$ cat src/rtl/ltsc_pkg.sv
// Package for the latency tolerance state control block.
// Assumes one 250 MHz system clock and a synchronous active-high reset.
package ltsc_pkg;

  // Clock rate and the U0 return lead time ahead of the U2 inactivity timer.
  localparam int CLK_MHZ        = 250;
  localparam int U0_LEAD_NS     = 1000;
  localparam int U0_LEAD_CYCLES = (U0_LEAD_NS * CLK_MHZ + 999) / 1000;

  // BELT encoding width and design minimums, in microseconds.
  localparam int BELT_W         = 16;
  localparam int RELAXED_MIN_US = 1000;
  localparam int TIGHT_MIN_US   = 125;

  // Default endpoint count.
  localparam int NUM_EP = 8;

  // Link power states seen from the link layer.
  typedef enum logic [1:0] {
    LTSC_U0 = 2'h0,
    LTSC_U1 = 2'h1,
    LTSC_U2 = 2'h2,
    LTSC_U3 = 2'h3
  } ltsc_link_t;

  // Latency tolerance states, one-hot.
  typedef enum logic [1:0] {
    RELAXED_LATENCY_STATE = 2'b01,
    TIGHT_LATENCY_STATE   = 2'b10
  } ltsc_state_t;

  // Sequencer for the way down to U2 and the return to U0 before it.
  typedef enum logic [3:0] {
    SEQ_IDLE   = 4'b0001,
    SEQ_WAKE   = 4'b0010,
    SEQ_SEND   = 4'b0100,
    SEQ_ENTER  = 4'b1000
  } ltsc_seq_t;

  // Latency budgets supplied by the device configuration.
  typedef struct packed {
    logic [BELT_W-1:0] totalTolerance;
    logic [BELT_W-1:0] u1Sel;
    logic [BELT_W-1:0] u2Sel;
    logic [BELT_W-1:0] beltMin;
    logic [BELT_W-1:0] beltDefault;
  } ltsc_budget_t;

  // Outgoing LTM transaction packet request.
  typedef struct packed {
    logic              valid;
    logic [BELT_W-1:0] belt;
  } ltsc_ltm_t;

endpackage : ltsc_pkg

$ cat src/rtl/ltsc_latency_ctrl.sv
// Latency tolerance state control: relaxed/tight tracking and LTM reporting.
// Assumes link-layer inputs synchronous to clk_sys and a link layer that takes
// LTM and ERDY requests with a ready handshake.
module ltsc_latency_ctrl
  import ltsc_pkg::*;
#(
  parameter int NumEp = ltsc_pkg::NUM_EP
) (
  // Clock and reset
  input  wire logic                           clk_sys,
  input  wire logic                           rst,
  // Configuration
  input  wire ltsc_pkg::ltsc_budget_t         budget,
  input  wire logic [NumEp-1:0]               epIsoch,
  input  wire logic [NumEp-1:0][ltsc_pkg::BELT_W-1:0] epBelt,
  input  wire logic                           ltmEnable,
  // Transfer events
  input  wire logic                           bulkOutPending,
  input  wire logic                           inRequest,
  input  wire logic                           inServiceFits,
  input  wire logic                           localInData,
  input  wire logic                           controlXfer,
  // Link state and U2 timer
  input  wire ltsc_pkg::ltsc_link_t           linkState,
  input  wire logic                           u2Wanted,
  input  wire logic [15:0]                    u2TimerLeft,
  // Link layer requests
  output ltsc_pkg::ltsc_ltm_t                 ltmReq,
  input  wire logic                           ltmReady,
  output logic                                erdyReq,
  input  wire logic                           erdyReady,
  output logic                                wakeU0Req,
  output logic                                enterU2Req,
  // Status
  output logic                                tightState,
  output logic [ltsc_pkg::BELT_W-1:0]         reportedBelt
);
  import ltsc_pkg::*;

  initial begin
    if (NumEp < 1) $error("NumEp must be at least one.");
  end

  function automatic logic [BELT_W-1:0] satSub(input logic [BELT_W-1:0] a,
                                               input logic [BELT_W-1:0] b);
    satSub = (a > b) ? a - b : '0;
  endfunction

  function automatic logic [BELT_W-1:0] maxOf(input logic [BELT_W-1:0] a,
                                              input logic [BELT_W-1:0] b);
    maxOf = (a > b) ? a : b;
  endfunction

  // Endpoint aggregation: minimum across non-isochronous endpoints.
  logic [NumEp:0][BELT_W-1:0] epMinChain;
  assign epMinChain[0] = {BELT_W{1'b1}};
  for (genvar i = 0; i < NumEp; i++) begin : g_epMin
    assign epMinChain[i+1] = (!epIsoch[i] && epBelt[i] < epMinChain[i]) ?
                             epBelt[i] : epMinChain[i];
  end
  wire logic [BELT_W-1:0] epMin = epMinChain[NumEp];

  // Per-state BELT; floors bound the budget figure, but a lower endpoint minimum is held only to beltMin (tight) or beltDefault (relaxed).
  localparam logic [BELT_W-1:0] RelaxedFloor = BELT_W'(RELAXED_MIN_US);
  localparam logic [BELT_W-1:0] TightFloor   = BELT_W'(TIGHT_MIN_US);
  wire logic [BELT_W-1:0] relaxedRaw = satSub(budget.totalTolerance, budget.u2Sel);
  wire logic [BELT_W-1:0] tightRaw   = satSub(budget.totalTolerance, budget.u1Sel);
  wire logic [BELT_W-1:0] relaxedFloored =
      maxOf(maxOf(relaxedRaw, RelaxedFloor), budget.beltDefault);
  wire logic [BELT_W-1:0] tightFloored =
      maxOf(maxOf(tightRaw, TightFloor), budget.beltMin);
  wire logic [BELT_W-1:0] relaxedBelt = (epMin < relaxedFloored) ?
      maxOf(epMin, budget.beltDefault) : relaxedFloored;
  wire logic [BELT_W-1:0] tightBelt = (epMin < tightFloored) ?
      maxOf(epMin, budget.beltMin) : tightFloored;

  // State registers.
  ltsc_state_t state_q, state_d;
  ltsc_seq_t   seq_q, seq_d;
  logic        pendLtm_q, pendLtm_d;
  logic        pendErdy_q, pendErdy_d;
  logic        ltmEnable_q;
  logic        ltmEnable_d;
  logic [BELT_W-1:0] belt_q, belt_d;

  // Tight entry triggers; control transfers are deliberately not among them.
  wire logic inFits      = inRequest && inServiceFits;
  wire logic goTight     = bulkOutPending || inFits || localInData;
  wire logic isRelaxed   = (state_q == RELAXED_LATENCY_STATE);
  wire logic enterTight  = isRelaxed && goTight && (seq_q == SEQ_IDLE);
  wire logic nearExpiry  = (u2TimerLeft <= 16'(U0_LEAD_CYCLES));
  wire logic u2Prep      = !isRelaxed && u2Wanted && nearExpiry && (seq_q == SEQ_IDLE);
  wire logic ltmRising   = ltmEnable && !ltmEnable_q;
  wire logic ltmTaken    = ltmReq.valid && ltmReady;
  // The disable is held off inside until the final LTM is accepted; a request
  // already waiting at the disable serves as that final one.
  wire logic ltmFalling  = !ltmEnable && ltmEnable_q && !pendLtm_q;

  always_comb begin
    state_d    = state_q;
    seq_d      = seq_q;
    belt_d     = belt_q;
    pendLtm_d  = pendLtm_q && !ltmTaken;
    pendErdy_d = pendErdy_q && !(erdyReq && erdyReady);
    if (enterTight) begin
      state_d   = TIGHT_LATENCY_STATE;
      belt_d    = tightBelt;
      pendLtm_d = 1'b1;
      if (localInData) begin
        pendErdy_d = 1'b1;
      end
    end
    unique case (seq_q)
      SEQ_IDLE: begin
        if (u2Prep) begin
          seq_d = (linkState == LTSC_U0) ? SEQ_SEND : SEQ_WAKE;
          if (linkState == LTSC_U0) begin
            state_d   = RELAXED_LATENCY_STATE;
            belt_d    = relaxedBelt;
            pendLtm_d = 1'b1;
          end
        end
      end
      SEQ_WAKE: begin
        if (linkState == LTSC_U0) begin
          state_d   = RELAXED_LATENCY_STATE;
          belt_d    = relaxedBelt;
          pendLtm_d = 1'b1;
          seq_d     = SEQ_SEND;
        end
      end
      SEQ_SEND: begin
        if (!pendLtm_d || !ltmEnable) begin
          seq_d = SEQ_ENTER;
        end
      end
      SEQ_ENTER: begin
        seq_d = SEQ_IDLE;
      end
      default: seq_d = SEQ_IDLE;
    endcase
    if (ltmRising || ltmFalling) begin
      pendLtm_d = 1'b1;
      belt_d    = isRelaxed ? relaxedBelt : tightBelt;
    end
    if (!ltmEnable && !ltmEnable_q) begin
      pendLtm_d = 1'b0;
    end
  end

  always_ff @(posedge clk_sys) begin
    if (rst) begin
      state_q     <= RELAXED_LATENCY_STATE;
      seq_q       <= SEQ_IDLE;
      belt_q      <= '0;
      pendLtm_q   <= 1'b0;
      pendErdy_q  <= 1'b0;
      ltmEnable_q <= 1'b0;
    end else begin
      state_q     <= state_d;
      seq_q       <= seq_d;
      belt_q      <= belt_d;
      pendLtm_q   <= pendLtm_d;
      pendErdy_q  <= pendErdy_d;
      ltmEnable_q <= ltmEnable_d;
    end
  end

  // Enable is tracked so the final packet before disable still goes out.
  assign ltmEnable_d = ltmEnable || (ltmEnable_q && pendLtm_d);

  // Outputs.
  assign ltmReq.valid = pendLtm_q && ltmEnable_q;
  assign ltmReq.belt  = belt_q;
  assign erdyReq      = pendErdy_q;
  assign wakeU0Req    = (seq_q == SEQ_WAKE) ||
                        (pendErdy_q && linkState != LTSC_U0);
  assign enterU2Req   = (seq_q == SEQ_ENTER);
  assign tightState   = (state_q == TIGHT_LATENCY_STATE);
  assign reportedBelt = belt_q;

endmodule // ltsc_latency_ctrl

$ cat config.mk
export PLATFORM = sky130hd
export DESIGN_NAME = ltsc_latency_ctrl
export DESIGN_NICKNAME = d
export VERILOG_FILES = /design/src/rtl/ltsc_pkg.sv /design/src/rtl/ltsc_latency_ctrl.sv
export SDC_FILE = /design/constraint.sdc
export NUM_CORES = 1
export LEC_CHECK = 0
export BUFFER_PORTS_ARGS = -buffer_cell sky130_fd_sc_hd__buf_2
export CORE_MARGIN = 2
export CORE_UTILIZATION = 55
export DETAILED_ROUTE_END_ITERATION = 16
export PLACE_DENSITY_LB_ADDON = 0.12
export SKIP_CTS_REPAIR_TIMING = 1
export SLEW_MARGIN = 20
export SYNTH_ARGS = -nofsm -noshare
export SYNTH_HDL_FRONTEND = slang
export SYNTH_SLANG_ARGS = --single-unit
$ cat constraint.sdc
create_clock -name clk_sys -period 52.2 [get_ports clk_sys]
set_clock_uncertainty 0.2 [all_clocks]
set_input_delay 2.61 -clock clk_sys [delete_from_list [all_inputs] [get_ports clk_sys]]
set_output_delay 2.61 -clock clk_sys [all_outputs]
set_load 0.05 [all_outputs]
# ---- After elaboration in Yosys (flattened, before gate mapping)
# Index checks and enable logic that the tools add are counted.
dict set report totals {
  ff_bits 25
  inputBits 245
  out_inout_bits 37
  wordCells 126
}
dict set report classes {
  addsub 2
  order_cmp 19
  n_eq_ne 9
  mux 41
  n_reduce_logical 49
}
# cell n
set ops {}
lappend ops {{$mux 16} 23}
lappend ops {{$lt 16x16->1} 9}
lappend ops {{$gt 16x16->1} 6}
lappend ops {{$pmux 16 s2} 1}
lappend ops {{$sub 16x16->16} 2}
lappend ops {{$logic_and 1x1->1} 25}
lappend ops {{$gt 16x10->1 const B} 1}
lappend ops {{$gt 16x7->1 const B} 1}
lappend ops {{$le 16x8->1 const B} 1}
lappend ops {{$lt 16x16->1 const B} 1}
lappend ops {{$logic_not 1->1} 15}
lappend ops {{$mux 4} 3}
lappend ops {{$pmux 4 s3} 1}
lappend ops {{$mux 1} 7}
lappend ops {{$logic_or 1x1->1} 6}
lappend ops {{$mux 2} 3}
lappend ops {{$ne 2x2->1 const B} 3}
lappend ops {{$eq 4x1->1 const B} 1}
lappend ops {{$eq 4x2->1 const B} 1}
lappend ops {{$eq 4x3->1 const B} 1}
lappend ops {{$eq 4x4->1 const B} 1}
lappend ops {{$pmux 2 s2} 1}
lappend ops {{$mux 3} 1}
lappend ops {{$reduce_and 3->1} 1}
lappend ops {{other kinds (5)} 5}

# ---- Longest topological paths before layout
dict set report depth {
  depth_word 32
  depth_mapped 116
  mapped_depth_nobuf 104
}

# ---- Worst setup path after synthesis
# No wires, ideal clock.
dict set report synth_timing {
  path_type {input to register}
  from {input port epBelt[7] in the netlist's numbering}
  to {register belt_q[14] (netlist: reportedBelt[14])}
  setup_time_ps 140
  arrival_ps 20507
  required_ps 51860
  setup_slack_ps 31353
  stages 111
  path_buffers 13
  path_cell_list {nand4_1 -> o41ai_1 -> nor2_1 -> ha_1 -> inv_1 -> a221oi_2 -> o211ai_2 -> a21o_1 -> nand2_1 -> clkbuf_1 -> clkbuf_1 -> nor2_1 -> a21oi_1 -> inv_1 -> ha_1 -> nand3_1 -> nor4_1 -> nand3b_1 -> [75 not listed] -> nor2b_1 -> o21ai_0 -> nand2b_1 -> a21oi_1 -> nor2b_1 -> o21ai_0 -> nand2b_1 -> a21oi_1 -> nor2b_1 -> o21ai_0 -> a21boi_0 -> o21ai_0 -> a22oi_1 -> clkbuf_1 -> mux2i_1 -> mux2i_1 -> a22oi_1 -> a22oi_1}
}
dict set report synth_between {
  elab_chain_len 32
  word_cells_on_any_way 38
  classes_between {order compare: 12; mux: 18; reduce/logical: 8}
}
# item line_no
set synth_rtl {}
lappend synth_rtl {{start: declaration} ltsc_latency_ctrl.sv:15} ;# input wire logic [NumEp-1:0][ltsc_pkg::BELT_W-1:0] epBelt,
lappend synth_rtl {{$lt 16x16->1} ltsc_latency_ctrl.sv:58} ;# assign epMinChain[i+1] = (!epIsoch[i] && epBelt[i] < epMinChain[i]) ?
lappend synth_rtl {{$logic_and 1x1->1} ltsc_latency_ctrl.sv:58}
lappend synth_rtl {{$mux 16 *} ltsc_latency_ctrl.sv:58}
lappend synth_rtl {{$lt 16x16->1} ltsc_latency_ctrl.sv:58}
lappend synth_rtl {{$logic_and 1x1->1} ltsc_latency_ctrl.sv:58}
lappend synth_rtl {{$mux 16 *} ltsc_latency_ctrl.sv:58}
lappend synth_rtl {{$lt 16x16->1} ltsc_latency_ctrl.sv:58}
lappend synth_rtl {{$logic_and 1x1->1} ltsc_latency_ctrl.sv:58}
lappend synth_rtl {{[16 not listed]} n/a}
lappend synth_rtl {{$gt 16x16->1} ltsc_latency_ctrl.sv:51} ;# maxOf = (a > b) ? a : b;
lappend synth_rtl {{$mux 16} ltsc_latency_ctrl.sv:51}
lappend synth_rtl {{$mux 16} ltsc_latency_ctrl.sv:74} ;# wire logic [BELT_W-1:0] tightBelt = (epMin < tightFloored) ?
lappend synth_rtl {{$mux 16} ltsc_latency_ctrl.sv:105} ;# if (enterTight) begin
lappend synth_rtl {{$mux 16} {ltsc_latency_ctrl.sv:117, ltsc_latency_ctrl.sv:125}}
lappend synth_rtl {{$mux 16} ltsc_latency_ctrl.sv:115} ;# if (u2Prep) begin
lappend synth_rtl {{$pmux 16 s2} ltsc_latency_ctrl.sv:113} ;# unique case (seq_q)
lappend synth_rtl {{$mux 16 *} ltsc_latency_ctrl.sv:142} ;# if (ltmRising || ltmFalling) begin
lappend synth_rtl {{end signal: assignment} ltsc_latency_ctrl.sv:162} ;# belt_q <= belt_d;
lappend synth_rtl {{end: declaration} ltsc_latency_ctrl.sv:84} ;# logic [BELT_W-1:0] belt_q, belt_d;
# Every way passes the cells marked *; elsewhere a longest branch is shown, timed or not.
# A chain may end at the register's enable or synchronous reset.

# ---- Worst setup path after layout
dict set report layout_timing {
  from {input port epBelt[11] in the netlist's numbering}
  to {register belt_q[13] (netlist: reportedBelt[13])}
}
# Same word-level chain as after synthesis.

==> reports/metrics.yaml <==
global_route:
  antenna_found_initial: 0
  grt_first_pass_wirelength_um: 54900
  grt_usage_pct: 30.7
  grt_pass1_vias: 11600
  grt_max_degree: 34
  overflow: 0
clock_tree:
  path_clk_slew_ns: 0.06
  tritoncts: "built"
  cts_made_buffers: 3
  cts_max_level: 1
  cts_buffer_depth: 2
  clk_latency_ns: 0.26
  clkSinkCount: 25
  root_buffer: "clkbuf_16"
place:
  port_buffers: 280
  globalplace.congestion: 0.952
  hpwl_um: 29600
drt:
  drt_pass1_iterations: 5
  drcViolationCount: 0
  drt_wl_total_um: 34400
  postRouteAntennaNets: 0
  vias: 12200
  wire_per_inst_um: 16.8
  drt-initial-drc-count: 765
  vias_per_cell: 5.94
logic_synthesis:
  yosys-top-cells-area: "ha_1 25%, mux2i_1 8.6%, inv_1 6.2%, a21oi_1 6.0%, o21ai_0 5.6%"
  synth_edf_count: 0
  netlist.area_leader.share_pct: 24.7
  synthFlopType: "dfxtp_1"
  ys_top_cells_by_count: "218 x ha_1, 183 x inv_1, 132 x a21oi_1, 124 x o21ai_0, 122 x nor2_1"
  ys_ff_latch: 25
  synth_area_leader_cell: "ha_1"
  syn_area_um2: 11000
  synth_warnings: 0
  syn-num-nets: 2020
  synth_cell_type_count: 87
  avgSynthCellArea_um2: 7.10
  synth_async_sr_flop_share_pct: 0
  netlist_instances: 1555
  yosysMostFrequentCell: "ha_1"
  ys_seq_area_share_pct: 4.53
sta:
  setup_viol: 0
  holdWs_ns: 0.290
  min_period_ns: 25.24
  maxSlewHeadroom_pct: 15.7
  fin_setup_tns_ns: 0
  clock.fmax_mhz: 39.6
  tightest_slew_ns: 1.23
  hold_viol: 0
  fin_crit_sh_pct: 48.3
  drv_slew: 0
  rsz0062_at_grt: "no"
die:
  core_area_um2: 19600
  start_util_pct: 56.4
  rows: 51
  io_pins: 282
  die_width_um: 146
  die_y_um: 146
  dieArea_um2: 21200
outcome:
  status: "complete, no violations"
cells_and_area:
  multi_input_area_um2: 9530
  antenna_cells: 0
  area_delta_synth_final_pct: 14.0
  fillCellCount: 1893
  regArea_um2: 500
  nNetsFinal: 2248
  drive_above_1_share_pct: 19.5
critical_path:
  cpMaxStageDelayCell: "mux2i_1"
  critPathArrivalTime_ns: 25.22
  criticalPathCategory: "in2reg"
  cp.required_ns: 52.19
  cp_max_fo: 33
  worstSetupStartpointType: "primary input"
  cp_common_cell: "a21oi_1"
  end_kind: "register"
  critPathMaxStageDelay_ns: 1.03
power:
  ir_worst_vdd_mv: 0.0338
  power.density_nw_per_um2: 33.2
  leakagePower_nw: 6.79
run:
  drv_cap: 0
min_path:
  hold_path.class: "reg2reg"
==> state kept, by name, summed over array words and instances, names as in the netlist <==
register and flops:
seq_q 4, pendLtm_q 1, reportedBelt 16, ltmEnable_q 1
state_q 2, erdyReq 1
==> worst paths after layout <==
path | start | end | slack [ns] | cells past startpoint
max | epBelt[11] | reportedBelt[13] | 26.96 | 92
min reg2reg | erdyReq | erdyReq | 0.29 | 2
min | erdyReq | erdyReq | 0.29 | 2
max reg2reg | state_q[1] | reportedBelt[9] | 48.59 | 14
==> report_power, final <==
group | switching, mW | internal (mW)
registers | 0.00495 | 0.0247
clock network | 0.00698 | 0.0104
logic | 0.233 | 0.138
total | 0.245 | 0.173
==> metal layers <==
layer / vias up / GRT usage, % / wire [um]
met5: - / 0 / 0
met4: 0 / 7.70 / 915
met3: 74 / 2.79 / 1950
met2: 385 / 57.6 / 17000
met1: 5586 / 37.5 / 14500
li1: 6118 / - / -
==> area by class of cell <==
cell class | count | area share (%)
flip-flops and latches | 25 | 3.97
repair buffers | 288 | 11.6
clock inverters | 1 | 0.0596
clock buffers | 3 | 0.596
inverters | 183 | 5.45
well taps | 265 | 2.63
multi-input cells | 1282 | 75.7
==> logic make-up after synthesis <==
| group | after synthesis | share of synthesized area, % |
|---|---|---|
| xor+xnor | 22 | 1.74 |
| simple gates | 445 | 20.1 |
| buf+inv | 248 | 9.35 |
| compound gates | 472 | 27.7 |
| flops | 25 | 4.53 |
| mux | 121 | 11.3 |
| fa+ha+maj | 222 | 25.2 |
==> per-stage QoR <==
| stage | utilization [%] | total power, mW | cells | setup slack, ns | cell area [um2] |
|---|---|---|---|---|---|
| 2_1_floorplan | - | 0.307 | 1555 | 31.35 | 11000 |
| 3_3_place_gp | 63.8 | 0.384 | 2043 | 27.42 | 12500 |
| 3_5_place_dp | 63.8 | 0.393 | 2043 | 27.25 | 12500 |
| 4_1_cts | 64.3 | 0.412 | 2047 | 27.44 | 12600 |
| 5_1_grt | 64.3 | 0.455 | 2047 | 24.75 | 12600 |
| 6_report | 64.3 | 0.418 | 2047 | 26.96 | 12600 |
==> critical path, delay by kind of cell <==
family	cells	cell delay, ns
simple gates	32	7.43
compound gates	40	9.44
mux	4	2.64
buf+inv	8	0.65
fa+ha+maj	8	2.38
==> placed cells by master, fill, tap and decap left out, drive strengths merged, types with 15 or more instances in the layout <==
| cell type | instances |
|---|---|
| mux2i | 96 |
| nand3 | 21 |
| nor3 | 26 |
| nand4 | 41 |
| ha | 218 |
| o21ai | 137 |
| nor4 | 15 |
| dfxtp | 25 |
| o211ai | 15 |
| nand2b | 20 |
| a21o | 49 |
| a31oi | 19 |
| nor2 | 123 |
| buf | 288 |
| xnor2 | 19 |
| nor2b | 30 |
| inv | 183 |
| a21boi | 16 |
| mux2 | 25 |
| a21oi | 133 |
| nand2 | 116 |
Power figures use the tool's default switching activity.
